<file path="src/phyan_defs.svh">
// constants for the per-port negotiation configuration block
`ifndef PHYAN_DEFS_SVH
`define PHYAN_DEFS_SVH

// =====================================================
// register indices and byte addresses
`define PHYAN_IDX_BMC        12'h000
`define PHYAN_IDX_BMS        12'h001
`define PHYAN_IDX_ADV        12'h004
`define PHYAN_IDX_LPA        12'h005
`define PHYAN_IDX_EXP        12'h006
`define PHYAN_IDX_STS        12'h010
`define PHYAN_ADDR_BMC       (`PHYAN_IDX_BMC << 2)
`define PHYAN_ADDR_BMS       (`PHYAN_IDX_BMS << 2)
`define PHYAN_ADDR_ADV       (`PHYAN_IDX_ADV << 2)
`define PHYAN_ADDR_LPA       (`PHYAN_IDX_LPA << 2)
`define PHYAN_ADDR_EXP       (`PHYAN_IDX_EXP << 2)
`define PHYAN_ADDR_STS       (`PHYAN_IDX_STS << 2)

// =====================================================
// basic control fields
`define PHYAN_BMC_SPEED      13
`define PHYAN_BMC_NEGOTIATION_ENABLE_STRAP      12
`define PHYAN_BMC_RESTART    9
`define PHYAN_BMC_DUPLEX     8
`define PHYAN_BMC_RST        16'h0000

// =====================================================
// advertisement fields
`define PHYAN_ADV_NP         15
`define PHYAN_ADV_RF         13
`define PHYAN_ADV_ABIL_HI    8
`define PHYAN_ADV_ABIL_LO    5
`define PHYAN_ADV_SEL        16'h0001
`define PHYAN_ADV_RST        16'h0001
`define PHYAN_ABIL_ALL       4'hf

// =====================================================
// parallel detect partner words
`define PHYAN_LPA_PD_100     16'h0081
`define PHYAN_LPA_PD_10      16'h0021

// =====================================================
// fixed status bits
`define PHYAN_BMS_FIXED      16'h7849

// =====================================================
// timing
`define PHYAN_CLK_PERIOD_NS  4
`define PHYAN_BREAK_LINK_MS  1500
`define PHYAN_BREAK_LINK_CYC ((64'd`PHYAN_BREAK_LINK_MS * 64'd1000000) / 64'd`PHYAN_CLK_PERIOD_NS)

`endif

</file>
<file path="src/phyan_pkg.sv">
// types shared by the negotiation configuration block
package phyan_pkg;

  // =====================================================
  // negotiation sequence states
  typedef enum logic [2:0] {
    ST_FORCED,
    ST_BREAK,
    ST_ABILITY,
    ST_LINK_WAIT,
    ST_LINKED
  } phyan_state_t;

  // =====================================================
  // ability nibble: bit0 10 half, bit1 10 full, bit2 100 half, bit3 100 full
  typedef logic [3:0] phyan_abil_t;

endpackage

</file>
<file path="src/phyan_res_if.sv">
// carrier between the port logic and the mode resolver
`timescale 1ns/100ps
interface phyan_res_if;
  phyan_pkg::phyan_abil_t local_abil;
  phyan_pkg::phyan_abil_t partner_abil;
  logic                   res_valid;
  logic                   res_speed_100;
  logic                   res_full;

  modport owner    (output local_abil, output partner_abil,
                    input res_valid, input res_speed_100, input res_full);
  modport resolver (input local_abil, input partner_abil,
                    output res_valid, output res_speed_100, output res_full);
endinterface

</file>
<file path="src/phyan_port.sv">
// negotiation configuration and status for one 10/100 port
//
// How it works
// - strap enable low forces mode from straps
// - strap enable high picks advertised ability set
// - straps sampled each reset into advert
// - control register write overrides straps anytime
// - advertised word sent in pulse bursts
// - resolve 100 full, 100 half, 10 full, 10 half
// - forced: speed and duplex bits choose mode
// - negotiating: speed and duplex bits ignored
// - summary register shows speed once linked
// - fixed ability bits one, T4 zero
// - status shows complete, fault, link, preamble
// - all abilities advertised when strap enable low, strap set when high, software may clear
// - partner base and next pages captured
// - parallel detect loads fixed partner word
// - expansion register shows five status flags
// - restart bit restarts negotiation
// - restart silences link for break time
// - lost link resumes negotiation
//
// Local design decision: the APB interface to the registers.
`timescale 1ns/100ps
`include "phyan_defs.svh"
module phyan_port #(
  parameter logic [31:0] BREAK_LINK_CYCLES = 32'(`PHYAN_BREAK_LINK_CYC)
) (
  input  wire logic        pclk,
  input  wire logic        presetn,
  input  wire logic [11:0] paddr,
  input  wire logic        psel,
  input  wire logic        penable,
  input  wire logic        pwrite,
  input  wire logic [31:0] pwdata,
  output logic      [31:0] prdata,
  output logic             pready,
  output logic             pslverr,
  input  wire logic        negotiation_enable_strap,
  input  wire logic        mode_strap_low,
  input  wire logic        mode_strap_high,
  input  wire logic        rx_word_valid,
  input  wire logic [15:0] rx_word,
  input  wire logic        rx_word_next_page,
  input  wire logic        pd_link_100,
  input  wire logic        pd_link_10,
  input  wire logic        link_good,
  output logic             tx_flp_enable,
  output logic      [15:0] tx_flp_word,
  output logic             tx_quiet,
  output logic             op_speed_100,
  output logic             op_full_duplex,
  output logic             an_complete
);

  // =====================================================
  // state
  // per-port private state
  phyan_pkg::phyan_state_t state_r;
  phyan_pkg::phyan_state_t state_nxt;
  logic [15:0] bmc_r;
  logic [15:0] adv_r;
  logic [15:0] lpa_r;
  logic        strap_done_r;
  logic        negotiation_enable_strap_d_r;
  logic        pd_fault_r;
  logic        page_rx_r;
  logic        lp_an_able_r;
  logic        lp_np_able_r;
  logic        complete_r;
  logic        pd_speed_100_r;
  logic        pd_mode_r;
  logic [31:0] brk_cnt_r;
  logic        restart_req;
  logic        access;
  logic        wr_bmc;
  logic        wr_adv;
  logic        rd_exp;
  logic [31:0] rd_data;
  logic        rd_err;
  logic [15:0] bms_word;
  logic [15:0] exp_word;
  logic [15:0] sts_word;
  logic        mode_speed;
  logic        mode_full;
  phyan_pkg::phyan_abil_t strap_abil;

  phyan_res_if res_if ();

  phyan_resolve u_resolve (
    .pclk    (pclk),
    .presetn (presetn),
    .res     (res_if.resolver)
  );

  assign res_if.local_abil   = adv_r[`PHYAN_ADV_ABIL_HI:`PHYAN_ADV_ABIL_LO];
  assign res_if.partner_abil = lpa_r[`PHYAN_ADV_ABIL_HI:`PHYAN_ADV_ABIL_LO];

  // =====================================================
  // bus decode
  assign access  = psel & penable & pready;
  assign wr_bmc  = access & pwrite & (paddr == `PHYAN_ADDR_BMC);
  assign wr_adv  = access & pwrite & (paddr == `PHYAN_ADDR_ADV);
  assign rd_exp  = access & ~pwrite & (paddr == `PHYAN_ADDR_EXP);
  assign restart_req = wr_bmc & pwdata[`PHYAN_BMC_RESTART];

  // =====================================================
  // strap decode
  // ability set from straps
  always_comb begin
    case ({mode_strap_high, mode_strap_low})
      2'b00:   strap_abil = 4'h3;
      2'b01:   strap_abil = 4'hc;
      2'b10:   strap_abil = 4'h5;
      default: strap_abil = 4'hf;
    endcase
  end

  always_ff @(posedge pclk or negedge presetn) begin
    if (!presetn) begin
      strap_done_r <= 1'b0;
    end else begin
      strap_done_r <= 1'b1;
    end
  end

  // =====================================================
  // basic control register
  always_ff @(posedge pclk or negedge presetn) begin
    if (!presetn) begin
      bmc_r <= `PHYAN_BMC_RST;
    end else if (!strap_done_r) begin
      bmc_r                     <= `PHYAN_BMC_RST;
      bmc_r[`PHYAN_BMC_NEGOTIATION_ENABLE_STRAP]   <= negotiation_enable_strap;
      bmc_r[`PHYAN_BMC_SPEED]   <= mode_strap_high;
      bmc_r[`PHYAN_BMC_DUPLEX]  <= mode_strap_low;
    end else if (wr_bmc) begin
      bmc_r                     <= pwdata[15:0];
      bmc_r[`PHYAN_BMC_RESTART] <= 1'b0;
    end
  end

  // =====================================================
  // advertisement register
  always_ff @(posedge pclk or negedge presetn) begin
    if (!presetn) begin
      adv_r <= `PHYAN_ADV_RST;
    end else if (!strap_done_r) begin
      adv_r <= `PHYAN_ADV_SEL;
      adv_r[`PHYAN_ADV_ABIL_HI:`PHYAN_ADV_ABIL_LO] <=
        negotiation_enable_strap ? strap_abil : `PHYAN_ABIL_ALL;
    end else if (wr_adv) begin
      adv_r <= pwdata[15:0];
    end
  end

  // =====================================================
  // enable bit history
  always_ff @(posedge pclk or negedge presetn) begin
    if (!presetn) begin
      negotiation_enable_strap_d_r <= 1'b0;
    end else begin
      negotiation_enable_strap_d_r <= bmc_r[`PHYAN_BMC_NEGOTIATION_ENABLE_STRAP];
    end
  end

  // =====================================================
  // sequence
  always_comb begin
    state_nxt = state_r;
    case (state_r)
      phyan_pkg::ST_FORCED: begin
        // only a fresh enable starts negotiation
        if (strap_done_r && bmc_r[`PHYAN_BMC_NEGOTIATION_ENABLE_STRAP] && !negotiation_enable_strap_d_r) begin
          state_nxt = phyan_pkg::ST_BREAK;
        end
      end
      phyan_pkg::ST_BREAK: begin
        if (brk_cnt_r >= BREAK_LINK_CYCLES - 32'h1) begin
          state_nxt = phyan_pkg::ST_ABILITY;
        end
      end
      phyan_pkg::ST_ABILITY: begin
        if (rx_word_valid && !rx_word_next_page) begin
          state_nxt = phyan_pkg::ST_LINK_WAIT;
        end else if (pd_link_100 ^ pd_link_10) begin
          state_nxt = phyan_pkg::ST_LINK_WAIT;
        end
      end
      phyan_pkg::ST_LINK_WAIT: begin
        if (complete_r && link_good) begin
          state_nxt = phyan_pkg::ST_LINKED;
        end
      end
      default: begin
        if (!link_good) begin
          state_nxt = phyan_pkg::ST_ABILITY;
        end
      end
    endcase
    if (state_r != phyan_pkg::ST_FORCED && restart_req) begin
      state_nxt = phyan_pkg::ST_BREAK;
    end
    if (strap_done_r && !bmc_r[`PHYAN_BMC_NEGOTIATION_ENABLE_STRAP]) begin
      state_nxt = phyan_pkg::ST_FORCED;
    end
  end

  always_ff @(posedge pclk or negedge presetn) begin
    if (!presetn) begin
      state_r <= phyan_pkg::ST_FORCED;
    end else if (!strap_done_r) begin
      state_r <= negotiation_enable_strap ? phyan_pkg::ST_ABILITY : phyan_pkg::ST_FORCED;
    end else begin
      state_r <= state_nxt;
    end
  end

  // =====================================================
  // break link timer
  always_ff @(posedge pclk or negedge presetn) begin
    if (!presetn) begin
      brk_cnt_r <= 32'h0;
    end else if (state_r == phyan_pkg::ST_BREAK && state_nxt == phyan_pkg::ST_BREAK) begin
      brk_cnt_r <= brk_cnt_r + 32'h1;
    end else begin
      brk_cnt_r <= 32'h0;
    end
  end

  // =====================================================
  // partner word capture
  always_ff @(posedge pclk or negedge presetn) begin
    if (!presetn) begin
      lpa_r          <= 16'h0000;
      lp_an_able_r   <= 1'b0;
      lp_np_able_r   <= 1'b0;
      pd_speed_100_r <= 1'b0;
      pd_mode_r      <= 1'b0;
    end else if (state_r == phyan_pkg::ST_BREAK) begin
      lpa_r          <= 16'h0000;
      lp_an_able_r   <= 1'b0;
      lp_np_able_r   <= 1'b0;
      pd_mode_r      <= 1'b0;
    end else if (state_r == phyan_pkg::ST_ABILITY && rx_word_valid) begin
      lpa_r        <= rx_word;
      lp_an_able_r <= 1'b1;
      lp_np_able_r <= rx_word[`PHYAN_ADV_NP];
      pd_mode_r    <= 1'b0;
    end else if (state_r == phyan_pkg::ST_ABILITY && (pd_link_100 ^ pd_link_10)) begin
      lpa_r          <= pd_link_100 ? `PHYAN_LPA_PD_100 : `PHYAN_LPA_PD_10;
      lp_an_able_r   <= 1'b0;
      pd_speed_100_r <= pd_link_100;
      pd_mode_r      <= 1'b1;
    end else if (state_r == phyan_pkg::ST_LINK_WAIT && rx_word_valid && rx_word_next_page) begin
      lpa_r <= rx_word;
    end
  end

  // =====================================================
  // completion
  always_ff @(posedge pclk or negedge presetn) begin
    if (!presetn) begin
      complete_r <= 1'b0;
    end else if (state_r == phyan_pkg::ST_LINK_WAIT) begin
      complete_r <= pd_mode_r | res_if.res_valid;
    end else if (state_r != phyan_pkg::ST_LINKED) begin
      complete_r <= 1'b0;
    end
  end

  // =====================================================
  // sticky expansion flags, set wins over read clear
  always_ff @(posedge pclk or negedge presetn) begin
    if (!presetn) begin
      pd_fault_r <= 1'b0;
    end else if (state_r == phyan_pkg::ST_ABILITY && pd_link_100 && pd_link_10) begin
      pd_fault_r <= 1'b1;
    end else if (rd_exp) begin
      pd_fault_r <= 1'b0;
    end
  end

  always_ff @(posedge pclk or negedge presetn) begin
    if (!presetn) begin
      page_rx_r <= 1'b0;
    end else if (rx_word_valid && state_r != phyan_pkg::ST_FORCED) begin
      page_rx_r <= 1'b1;
    end else if (rd_exp) begin
      page_rx_r <= 1'b0;
    end
  end

  // =====================================================
  // operating mode
  always_comb begin
    if (!bmc_r[`PHYAN_BMC_NEGOTIATION_ENABLE_STRAP]) begin
      mode_speed = bmc_r[`PHYAN_BMC_SPEED];
      mode_full  = bmc_r[`PHYAN_BMC_DUPLEX];
    end else if (pd_mode_r) begin
      mode_speed = pd_speed_100_r;
      mode_full  = 1'b0;
    end else begin
      mode_speed = res_if.res_speed_100;
      mode_full  = res_if.res_full;
    end
  end

  always_ff @(posedge pclk or negedge presetn) begin
    if (!presetn) begin
      op_speed_100   <= 1'b0;
      op_full_duplex <= 1'b0;
      an_complete    <= 1'b0;
    end else begin
      op_speed_100   <= mode_speed;
      op_full_duplex <= mode_full;
      an_complete    <= complete_r;
    end
  end

  // =====================================================
  // line side
  always_ff @(posedge pclk or negedge presetn) begin
    if (!presetn) begin
      tx_flp_enable <= 1'b0;
      tx_flp_word   <= 16'h0000;
      tx_quiet      <= 1'b1;
    end else begin
      tx_flp_enable <= (state_r == phyan_pkg::ST_ABILITY) ||
                       (state_r == phyan_pkg::ST_LINK_WAIT && !pd_mode_r);
      tx_flp_word   <= adv_r;
      tx_quiet      <= (state_r == phyan_pkg::ST_BREAK) || !strap_done_r;
    end
  end

  // =====================================================
  // read words
  // fixed ability bits
  assign bms_word = `PHYAN_BMS_FIXED | {10'h000, complete_r, lpa_r[`PHYAN_ADV_RF], 1'b0,
                                        link_good, 2'b00};
  assign exp_word = {11'h000, pd_fault_r, lp_np_able_r, adv_r[`PHYAN_ADV_NP], page_rx_r,
                     lp_an_able_r};
  assign sts_word = {11'h000, complete_r, 1'b0, op_full_duplex,
                     (state_r == phyan_pkg::ST_LINKED || !bmc_r[`PHYAN_BMC_NEGOTIATION_ENABLE_STRAP]) &
                     link_good & !op_speed_100, link_good};

  always_comb begin
    rd_data = 32'h0;
    rd_err  = 1'b0;
    if (paddr == `PHYAN_ADDR_BMC) begin
      rd_data = {16'h0000, bmc_r};
    end else if (paddr == `PHYAN_ADDR_BMS) begin
      rd_data = {16'h0000, bms_word};
    end else if (paddr == `PHYAN_ADDR_ADV) begin
      rd_data = {16'h0000, adv_r};
    end else if (paddr == `PHYAN_ADDR_LPA) begin
      rd_data = {16'h0000, lpa_r};
    end else if (paddr == `PHYAN_ADDR_EXP) begin
      rd_data = {16'h0000, exp_word};
    end else if (paddr == `PHYAN_ADDR_STS) begin
      rd_data = {16'h0000, sts_word};
    end else begin
      rd_err  = 1'b1;
    end
  end

  // =====================================================
  // bus answer, one wait cycle
  always_ff @(posedge pclk or negedge presetn) begin
    if (!presetn) begin
      pready  <= 1'b0;
      pslverr <= 1'b0;
      prdata  <= 32'h0;
    end else if (psel && penable && !pready && strap_done_r) begin
      pready  <= 1'b1;
      pslverr <= rd_err;
      prdata  <= pwrite ? 32'h0 : rd_data;
    end else begin
      pready  <= 1'b0;
      pslverr <= 1'b0;
      prdata  <= 32'h0;
    end
  end

endmodule

</file>
<file path="src/phyan_resolve.sv">
// picks the best common mode of the local and partner ability sets
`timescale 1ns/100ps
module phyan_resolve (
  input  wire logic   pclk,
  input  wire logic   presetn,
  phyan_res_if.resolver res
);

  phyan_pkg::phyan_abil_t common;

  assign common = res.local_abil & res.partner_abil;

  // =====================================================
  // priority pick
  // fixed resolution order
  always_ff @(posedge pclk or negedge presetn) begin
    if (!presetn) begin
      res.res_valid     <= 1'b0;
      res.res_speed_100 <= 1'b0;
      res.res_full      <= 1'b0;
    end else if (common[3]) begin
      res.res_valid     <= 1'b1;
      res.res_speed_100 <= 1'b1;
      res.res_full      <= 1'b1;
    end else if (common[2]) begin
      res.res_valid     <= 1'b1;
      res.res_speed_100 <= 1'b1;
      res.res_full      <= 1'b0;
    end else if (common[1]) begin
      res.res_valid     <= 1'b1;
      res.res_speed_100 <= 1'b0;
      res.res_full      <= 1'b1;
    end else begin
      res.res_valid     <= common[0];
      res.res_speed_100 <= 1'b0;
      res.res_full      <= 1'b0;
    end
  end

endmodule
</file>
<file path="config.mk">
export PLATFORM = sky130hd
export DESIGN_NAME = phyan_port
export DESIGN_NICKNAME = d
export VERILOG_FILES = /design/src/phyan_pkg.sv /design/src/phyan_res_if.sv /design/src/phyan_port.sv /design/src/phyan_resolve.sv
export VERILOG_INCLUDE_DIRS = /design/src
export SDC_FILE = /design/constraint.sdc
export NUM_CORES = 1
export LEC_CHECK = 0
export ABC_AREA = 0
export BUFFER_PORTS_ARGS = -buffer_cell sky130_fd_sc_hd__buf_2
export CAP_MARGIN = 20
export CORE_UTILIZATION = 45
export CTS_CLUSTER_SIZE = 8
export DETAILED_ROUTE_END_ITERATION = 8
export PLACE_DENSITY_LB_ADDON = 0.2
export SLEW_MARGIN = 5
export SYNTH_ARGS = -nofsm -noshare
export SYNTH_HDL_FRONTEND = slang
export SYNTH_SLANG_ARGS = --single-unit
</file>
<file path="constraint.sdc">
create_clock -name pclk -period 4.39 [get_ports pclk]
set_input_delay 0.878 -clock pclk [delete_from_list [all_inputs] [get_ports pclk]]
set_output_delay 0.878 -clock pclk [all_outputs]
set_load 0.05 [all_outputs]
</file>
==> summary.md, run 1 <==
| Metric | Value |
|---|---|
| Outcome | finished, final reports clean |
| Top cells by instance count after synthesis | 131 x dfrtp_1, 91 x nand2_1, 42 x a21oi_1, 38 x nor2_1, 33 x nor3_2 |
| Worst reg2reg path startpoint | brk_cnt_r[30] |
| Die Wd | 122 microns |
| # IOs | 128 |
| Final Non-Filler Cells | 918 |
| Syn avg cell area | 10.2 sq um |
| Antenna-violating nets left | 0 |
| Clock Tree Buf Depth | 2 |
| Predominant post-synthesis flop cell | dfrtp_1 |
| Initial antenna violation count | 0 |
| Clock Skew | 10.1 ps |
| Layout Nets | 803 |
| Synthesized area | 6480 sq um |
| # diodes | 0 |
| Clk_lat worst skew | 430 ps |
| TNS Setup | 0 ps |
| TritonCTS clock tree | built |
| DP HPWL | 11.4 mm |
| Routability Congestion | 0.868 |
| Hold Buf Count CTS | 0 |
| Area grow syn2layout | 18.3% |
| Synth top area cells | dfrtp_1 51%, nand2_1 5.3%, nor3_2 5.1% |
| Adder-cell area share of the yosys netlist | 0.00966 |
| Most numerous cell in the Yosys netlist | dfrtp_1 |
| Place WS | 1170 ps |
| PwrDens | 401 nW/um^2 |
| Worst Path Required | 4650 ps |
| Multiplexer area fraction after synthesis | 0.00811 |
| Initial core utilization | 0.463 |
| Compound-Gate Fraction of Synth Area | 0.141 |
| DRC Markers | 0 |
| Maximum clock frequency | 355 MHz |
| Worst reg2reg path depth | 6 |
| Yosys top cell area share | 0.506 |
| Share of cells above drive strength 1 | 0.257 |
| Number of global-route vias before repair | 4,968 |
| IO Port Bufs | 95 |
| Gate power share | 0.098 |
| Count of warnings emitted by yosys | 0 |
| Final Hold Vio Count | 0 |
| FFs w/ async S/R, synth | 1.00 |
| Slew headroom | 0.354 |
| Drt initial violations | 556 |
| Period minus WS final | 2820 ps |
| PostCTS Resize Cnt | 0 |
| Post-CTS setup buffer count | 0 |
| Total number of vias | 5,257 |
| R2R setup slack | 1990 ps |
| Fin crit share | 0.642 |
| Via/cell ratio | 5.73 |
| Crit start category | primary input |
| Largest net degree at the start of global routing | 69 |
| Internal power | 2.24 mW |
| Crit Path Max Fanout | 16 |
| Final setup vio count | 0 |
| DP Cell Count | 885 |
| WL per Instance | 18.4 microns |
| Hold_sp | adv_r[10] |
| Critical setup path kind | in -> reg |
| FF+latch count, synth | 133 |
| All-layer global routing usage | 0.238 |
| Htree depth | 4 |
| Router iterations before antenna repair | 6 |
| Multi-input combinational cell area | 2910 sq um |
| Total power | 3.07 mW |
| FILL cells | 1,229 |
| Slew Viols, Final | 0 |
| Max IR drop VDD | 0.303 mV |
| Hold endpoint | tx_flp_word[10] |
| Hold Crit Class | reg -> reg |
| Cell variety after synth | 68 |
| Crit end category | flip-flop |
| WP data arrival | 3080 ps |
| Placement Rows | 43 |
| Clock transition at the registers of the reported paths | 60 ps |
| First-pass GRT wire length | 26.6 mm |
| GRT overflow | 0 |
| Max-capacitance violation count | 0 |
| Reg2reg end | brk_cnt_r[31] |
| Unrepaired setup endpoints after global routing | no |
| Post-synth EDFFs | 0 |
| Main combinational cell family by area after synthesis | simple AND/OR/NAND/NOR gates |
| Final Worst Setup Slack | 1570 ps |
| Actual slew at the worst max-slew pin | 962 ps |
| Hold slack | 404 ps |
| Sequential fraction of design power | 0.440 |
| Routed WL | 16.9 mm |
| Worst Hold Path Cells | 0 |
| Clock share of power | 0.462 |
| Leakage Power | 3.26 nW |
| Die Ht | 122 microns |
| Synth area leader | dfrtp_1 |
| Sw Ratio | 0.272 |
| Post-Synth XOR/XNOR Area | 0.0406 |
| Synthesized instance count | 633 |
| Switching pwr | 0.837 mW |
| CORE AREA | 14,000 sq um |
| Clk sink count | 133 |
| Sequential cell area | 3330 sq um |
| Sequential area share after synthesis | 0.514 |
| Simple-Gate Fraction of Synth Area | 0.236 |
| TritonCTS buffer count | 17 |
| CTS root buffer | clkbuf_16 |
| Die Area | 14,900 sq um |
layer usage:
layer	part of all wire	vias up	routed length, microns	GRT usage
li1	-	2453	-	-
met1	0.46	2570	7750	0.340
met2	0.45	205	7620	0.351
met3	0.067	29	1130	0.0492
met4	0.023	0	386	0.100
met5	0	-	0	0
cells in the final DEF, fill, tap and decap left out, types with 5 or more instances in the layout:
master and instances:
and4_1 6, nor3_2 33, a221oi_1 6, a32oi_1 7, xor2_1 7, inv_1 14, nor3_1 10, clkbuf_16 17
ha_1 5, buf_4 7, a31oi_1 5, dfrtp_1 131, nand3_1 24, nand4_1 10, a21oi_1 42, xnor2_1 23
nor4_1 10, nor2_1 38, nor2b_1 7, and3_1 10, nand2_1 91, buf_2 94, o2bb2ai_1 5, clkinv_4 6
a22o_1 15, o21ai_0 13, conb_1 17
layout make-up:
cell class | instances | area share
multi-input combinational | 453 | 0.379
clock buffer | 18 | 0.0573
clock inverter | 14 | 0.0199
timing repair buffer | 103 | 0.0712
inverter | 17 | 0.00833
tap | 180 | 0.0294
sequential | 133 | 0.435
kinds of logic (layout without fill, tap and decap cells):
family / Yosys count / in the layout
xor+xnor: 30 / 30
mux: 5 / 5
fa+ha+maj: 5 / 5
flops: 133 / 133
simple gates: 266 / 266
other cells: 2 / 17
compound gates: 130 / 130
buf+inv: 62 / 152
stage by stage:
step	util	instance area, sq um
detailed placement	0.505	7060
finish	0.548	7660
global placement	0.505	7060
CTS	0.547	7650
global route	0.548	7660
floorplan	-	6540
power by group through the flow:
stage | registers, mW | clock network (mW) | logic [mW]
floorplan | 1.37 | 0 | 0.179
global placement | 1.37 | 0 | 0.295
detailed placement | 1.37 | 0 | 0.300
CTS | 1.35 | 1.44 | 0.301
global route | 1.36 | 1.49 | 0.328
finish | 1.35 | 1.42 | 0.302
critical path, stage by stage:
cell and delay (ps):
buf_2 130, nor4_2 480, and4_1 660, nand2_1 590, nand2_1 220, a32oi_1 120
registers in the layout (all words and copies together), names as in the netlist, 3 cells and up:
| name | count |
|---|---|
| state_r | 3 |
| adv_r | 16 |
| brk_cnt_r | 32 |
| lpa_r | 16 |
| prdata | 16 |
| tx_flp_word | 16 |
| bmc_r | 15 |
worst max-delay path by stage:
stage / end / start / cells after the start / slack (ps)
floorplan: brk_cnt_r[30] / paddr[9] / 6 / 1960
global placement: adv_r[6] / paddr[1] / 6 / 1210
detailed placement: adv_r[5] / paddr[1] / 6 / 1170
CTS: adv_r[5] / paddr[1] / 6 / 1610
global route: adv_r[6] / paddr[1] / 6 / 1460
finish: adv_r[5] / paddr[1] / 6 / 1570
Note: power is estimated with default switching activity, not from simulation.
==> run 2: changes to the inputs <==
==> constraint.sdc (replaced) <==
create_clock -name pclk -period 2.89 [get_ports pclk]
set_input_delay 0.578 -clock pclk [delete_from_list [all_inputs] [get_ports pclk]]
set_output_delay 0.578 -clock pclk [all_outputs]
set_load 0.05 [all_outputs]
==> run 2 against run 1 <==
Compared with the run above: global-route usage rose by 0.72 points; worst setup slack worse by 1000 ps; hold slack worse by 270 ps; first-iteration DRC count is 11% higher; sequential power up 51%.
==> summary.md, run 2 (synthesized netlist as in run 1, its figures left out) <==
| Metric | Value |
|---|---|
| Outcome | finished, final reports clean |
| GRT overflow | 0 (unchanged) |
| PwrDens | 599 nW/um^2 (+49%) |
| Switching pwr | 1.25 mW (+49%) |
| Leakage Power | 3.43 nW (+5.0%) |
| Worst reg2reg path depth | 7 (+1) |
| Initial antenna violation count | 0 (unchanged) |
| Layout Nets | 834 (+3.9%) |
| Share of cells above drive strength 1 | 0.284 (+0.0264) |
| WP data arrival | 2650 ps (-430 ps) |
| Total power | 4.74 mW (+54%) |
| Router iterations before antenna repair | 6 (unchanged) |
| Maximum clock frequency | 432 MHz |
| Clk_lat worst skew | 420 ps (about the same) |
| Antenna-violating nets left | 0 (unchanged) |
| Routability Congestion | 0.919 (+5.9%) |
| Die Area | 14,900 sq um (unchanged) |
| Fin crit share | 0.801 |
| CTS root buffer | clkbuf_16 |
| Unrepaired setup endpoints after global routing | no |
| Worst reg2reg path startpoint | brk_cnt_r[31] |
| TritonCTS clock tree | built |
| Htree depth | 4 (unchanged) |
| Drt initial violations | 615 (+11%) |
| Largest net degree at the start of global routing | 60 (-13%) |
| Die Wd | 122 microns (unchanged) |
| WL per Instance | 18.4 microns (+0.19%) |
| All-layer global routing usage | 0.246 (+0.00723) |
| # IOs | 128 (unchanged) |
| Sequential fraction of design power | 0.429 (-0.011) |
| Hold Crit Class | in -> async |
| Post-layout util | 0.566 (+0.0187) |
| Slew Viols, Final | 0 (unchanged) |
| Max-capacitance violation count | 0 (unchanged) |
| Clock Skew | 6.94 ps (-3.15 ps) |
| Area grow syn2layout | 22.3% |
| Gate power share | 0.106 (+0.008) |
| Worst setup startpoint | paddr[9] |
| DRC Markers | 0 (unchanged) |
| Reg2reg end | brk_cnt_r[23] |
| Clock transition at the registers of the reported paths | 60 ps (about the same) |
| Worst-path cell with the longest stage delay | or4_4 |
| Placement Rows | 43 (unchanged) |
| Crit end category | flip-flop |
| Routed WL | 17.5 mm (+3.5%) |
| Worst path cell trace | buf_2 -> or4_4 -> nor4_2 -> and3b_2 -> a211oi_4 -> buf_4 -> buf_4 -> nor3_2 |
| # diodes | 0 (unchanged) |
| Actual slew at the worst max-slew pin | 669 ps (-293 ps) |
| Number of global-route vias before repair | 5,092 (+2.5%) |
| Hold Buf Count CTS | 0 (unchanged) |
| Internal power | 3.49 mW (+56%) |
| DP HPWL | 12.1 mm (+5.5%) |
| Die Ht | 122 microns (unchanged) |
| First-pass GRT wire length | 27.3 mm (+2.5%) |
| Critical setup path kind | in -> reg |
| Top reg by flops | brk_cnt_r |
| Initial core utilization | 0.463 (unchanged) |
| Worst Path Required | 3230 ps (-1420 ps) |
| Sw Ratio | 0.264 (-0.00895) |
| Crit start category | primary input |
| Clock share of power | 0.465 (+0.003) |
| IO Port Bufs | 95 (unchanged) |
| Number of flip-flops in the largest register | 32 (unchanged) |
| Max IR drop VDD | 0.425 mV (+40%) |
| Slew headroom | 0.553 (+0.199) |
| Most frequent cells in the layout | 131 x dfrtp_1, 94 x buf_2, 91 x nand2_1 |
| CORE AREA | 14,000 sq um (unchanged) |
| Worst path most repeated cell | buf_4 |
| Final Hold Vio Count | 0 (unchanged) |
| Most common cell after layout, fill and taps aside | dfrtp_1 |
| TritonCTS buffer count | 17 (unchanged) |
| Crit Path Max Fanout | 10 (-6) |
| Clock Tree Buf Depth | 2 (unchanged) |
| Final setup vio count | 0 (unchanged) |
| R2R setup slack | 660 ps (-1330 ps) |
| Delay of the slowest cell on the worst path | 550 ps (-110 ps) |
| Total number of vias | 5,484 (+4.3%) |
| Period minus WS final | 2320 ps |
| Clk sink count | 133 (unchanged) |
| Hold slack | 135 ps (-268 ps) |
| Via/cell ratio | 5.78 (+1.0%) |
==> run 2: area by class of cell <==
class	instances	area (sq um)
Fill cell	1248	6060
Sequential cell	133	3330
Multi-Input combinational cell	453	2910
Timing Repair Buffer	134	800
Clock buffer	20	447
Tap cell	180	225
Clock inverter	11	153
Inverter	17	63.8
==> run 2: power by group through the flow <==
stage | Sequential, mW | Clock [mW] | Combinational [mW]
after floorplan | 2.09 | 0 | 0.272
after global routing | 2.04 | 2.33 | 0.543
after global placement | 2.06 | 0 | 0.481
after detailed placement | 2.07 | 0 | 0.491
after CTS | 2.03 | 2.23 | 0.499
final | 2.04 | 2.21 | 0.502
==> run 2: repair_timing <==
action | in CTS | in global routing
setup buffers | 4 | 0
resized for setup | 0 | 0
hold endpoints to repair | 0 | 0
endpoints found under the setup margin | 6 | 0
==> run 2: through the flow <==
stage | std cells | cell area, sq um | setup WS, ps | setup TNS [ps]
2_1_floorplan | 648 | 6540 | 760 | 0
3_3_place_gp | 912 | 7270 | 27.8 | 0
3_5_place_dp | 912 | 7270 | -20.2 | -69.4
4_1_cts | 947 | 7900 | 600 | 0
5_1_grt | 948 | 7920 | 507 | 0
6_report | 948 | 7920 | 575 | 0
==> run 2: worst max path at each step <==
stage | to | slack, ps
floorplan | brk_cnt_r[30] | 760
global placement | brk_cnt_r[16] | 30
detailed placement | brk_cnt_r[23] | -20
CTS | brk_cnt_r[23] | 600
global route | brk_cnt_r[23] | 510
finish | brk_cnt_r[23] | 570
==> run 2: per-layer routing <==
| metal | global-route usage | vias to the layer above | part of all wire |
|---|---|---|---|
| met2 | 0.365 | 232 | 0.46 |
| met1 | 0.349 | 2711 | 0.46 |
| li1 | - | 2512 | - |
| met3 | 0.0543 | 29 | 0.062 |
| met5 | 0 | - | 0 |
| met4 | 0.0934 | 0 | 0.019 |
==> run 2: worst max-delay path, delay by kind of cell <==
family	cells	cell delay [ps]
compound gates	1	50
simple gates	4	1540
buf+inv	3	490
==> run 3: changes to the inputs <==
==> constraint.sdc (replaced) <==
create_clock -name pclk -period 2.1 [get_ports pclk]
set_input_delay 0.42 -clock pclk [delete_from_list [all_inputs] [get_ports pclk]]
set_output_delay 0.42 -clock pclk [all_outputs]
set_load 0.05 [all_outputs]
==> run 3 against run 2 <==
Compared with the run above: clock skew grew 1.3 ps; highest routed layer unchanged; critical path depth is the same; largest cell class unchanged; worst setup slack lost 460 ps; final cell count grew 7.9%; power grew 41%; sequential power grew 38%; combinational power grew 54%; global-route usage grew 1.9 points; clock power grew 41%; flip-flop and latch count is the same; register-to-register slack lost 550 ps.
==> summary.md, run 3 (synthesized netlist as in run 1, its figures left out) <==
| Metric | Value |
|---|---|
| DP Cell Count | 987 (+8.2%) |
| TNS Setup | 0 ps (unchanged) |
| Most frequent cells in the layout | 131 x dfrtp_1, 101 x buf_4, 94 x buf_2 |
| Worst-path cell with the longest stage delay | a2111oi_4 |
| Crit start category | flip-flop |
| Clock Tree Buf Depth | 2 (unchanged) |
| Crit Path Max Fanout | 12 (+2) |
| Worst reg2reg path startpoint | brk_cnt_r[25] |
| Routability Congestion | 0.909 (-1.1%) |
| # IOs | 128 (unchanged) |
| Critical path depth | 8 (unchanged) |
| CORE AREA | 14,000 sq um (unchanged) |
| Hold_sp | rx_word[2] |
| Via/cell ratio | 5.68 (-1.8%) |
| Worst Hold Path Cells | 2 |
| # diodes | 0 (unchanged) |
| Outcome | finished, final reports clean |
| Worst reg2reg path depth | 8 (+1) |
| Delay of the slowest cell on the worst path | 400 ps (-150 ps) |
| Total number of vias | 5,809 (+5.9%) |
| Die Ht | 122 microns (unchanged) |
| Share of cells above drive strength 1 | 0.352 (+0.0685) |
| Max-capacitance violation count | 0 (unchanged) |
| Layout Nets | 908 (+8.9%) |
| DP HPWL | 13.3 mm (+10%) |
| Clk_lat worst skew | 420 ps (about the same) |
| DRC Markers | 0 (unchanged) |
| Worst path cell trace | nor2b_1 -> and4_1 -> buf_4 -> a2111oi_4 -> a211oi_4 -> buf_12 -> buf_12 -> nor3b_2 |
| Most common cell after layout, fill and taps aside | dfrtp_1 |
| Final Hold Vio Count | 0 (unchanged) |
| Maximum clock frequency | 503 MHz |
| Slew headroom | 0.630 (+0.0774) |
| Crit-path leading delay family | simple AND/OR/NAND/NOR gates |
| PwrDens | 775 nW/um^2 (+29%) |
| IO Port Bufs | 95 (unchanged) |
| All-layer global routing usage | 0.264 (+0.0186) |
| WL per Instance | 18.0 microns (-2.4%) |
| Total power | 6.70 mW (+41%) |
| FILL cells | 1,162 (-6.9%) |
| Final setup vio count | 0 (unchanged) |
| Unrepaired setup endpoints after global routing | no |
| Die Wd | 122 microns (unchanged) |
| Drt initial violations | 641 (+4.2%) |
| Largest net degree at the start of global routing | 42 (-30%) |
| Crit end category | flip-flop |
| Actual slew at the worst max-slew pin | 553 ps (-116 ps) |
| Htree depth | 4 (unchanged) |
| Period minus WS final | 1990 ps |
| Final Non-Filler Cells | 1,023 (+7.9%) |
| GRT overflow | 0 (unchanged) |
| Routed WL | 18.4 mm (+5.4%) |
| Number of global-route vias before repair | 5,724 (+12%) |
| Worst Path Required | 2440 ps (-790 ps) |
| TritonCTS buffer count | 17 (unchanged) |
| Reg2reg end | brk_cnt_r[1] |
| Number of flip-flops in the largest register | 32 (unchanged) |
| First-pass GRT wire length | 29.4 mm (+7.9%) |
| Max IR drop VDD | 0.612 mV (+44%) |
| Fin crit share | 0.948 |
| Worst path most repeated cell | buf_12 |
| Router iterations before antenna repair | 6 (unchanged) |
| Antenna-violating nets left | 0 (unchanged) |
| Clock transition at the registers of the reported paths | 60 ps (about the same) |
| Area grow syn2layout | 33.5% |
| Placement Rows | 43 (unchanged) |
| Critical setup path kind | reg -> reg |
| TritonCTS clock tree | built |
| R2R setup slack | 110 ps (-550 ps) |
| Clk sink count | 133 (unchanged) |
| Hold endpoint | lpa_r[2] |
| CTS root buffer | clkbuf_16 |
| Initial core utilization | 0.463 (unchanged) |
| Initial antenna violation count | 0 (unchanged) |
| Die Area | 14,900 sq um (unchanged) |
| Slew Viols, Final | 0 (unchanged) |
| Top reg by flops | brk_cnt_r |
| Clock Skew | 8.25 ps (+1.31 ps) |
| Leakage Power | 3.86 nW (+13%) |
| CP bufs+invs | 3 (unchanged) |
| Hold Crit Class | in -> reg |
| WP data arrival | 2330 ps (-320 ps) |
[run 3: cell count changes in the layout (fill, tap and decap cells not counted), sizes merged]
| cell | previous run | this run |
|---|---|---|
| clkinvlp | 3 | 2 |
| clkbuf | 20 | 19 |
| buf | 134 | 207 |
| dlygate4sd3 | 0 | 1 |
| inv | 16 | 18 |
| clkinv | 6 | 7 |
[run 3: cell type report]
| class | instances | area, sq um | area share |
|---|---|---|---|
| inverters | 17 | 63.8 | 0.00738 |
| clock inverters | 13 | 171 | 0.0198 |
| clock buffers | 19 | 453 | 0.0524 |
| well taps | 180 | 225 | 0.0260 |
| multi-input cells | 453 | 2940 | 0.339 |
| repair buffers | 208 | 1470 | 0.170 |
| flip-flops and latches | 133 | 3330 | 0.385 |
[run 3: worst reg2reg max path, cell delays in order (launching register included)]
cell       delay (ps)
dfrtp_1           370
nor2b_1           130
and4_1            230
buf_4             160
a2111oi_4         400
a211oi_4          120
buf_12            160
buf_12            150
nor3b_2           200
[run 3: how the worst max path moves through the flow]
stage,startpoint,to,slack (ps)
2_1_floorplan,brk_cnt_r[21],brk_cnt_r[21],90
3_3_place_gp,brk_cnt_r[21],brk_cnt_r[19],-270
3_5_place_dp,brk_cnt_r[31],brk_cnt_r[20],-320
4_1_cts,brk_cnt_r[15],brk_cnt_r[1],30
5_1_grt,brk_cnt_r[18],brk_cnt_r[5],5
6_report,brk_cnt_r[25],brk_cnt_r[1],110
[run 3: layer usage]
layer	vias up	routed length, microns	track usage	part of all wire
met5	-	0	0	0
met3	48	1260	0.0655	0.068
met2	253	8490	0.410	0.46
li1	2654	-	-	-
met4	0	547	0.117	0.030
met1	2854	8120	0.349	0.44
[run 3: stage by stage]
stage	area, sq um	hold WS, ps	util	setup slack, ps
finish	8650	224	0.618	110
global placement	7950	332	0.568	-275
floorplan	6540	124	-	89.2
detailed placement	7950	340	0.568	-323
global route	8650	219	0.618	5.18
CTS	8630	212	0.617	27.0
[run 3: report_power, final]
part / internal [mW] / switching (mW) / total (mW) / leakage (nW)
Combinational: 0.277 / 0.495 / 0.772 / 1.80
Sequential: 2.69 / 0.113 / 2.81 / 1.75
Clock: 1.95 / 1.18 / 3.12 / 0.301
[run 3: what timing repair did]
action	in CTS	in global routing
hold buffers	1	0
gates resized for setup	1	3
setup endpoints to repair	33	32
pin swaps	1	1
setup buffers	3	0
endpoints found under the hold margin	30	0
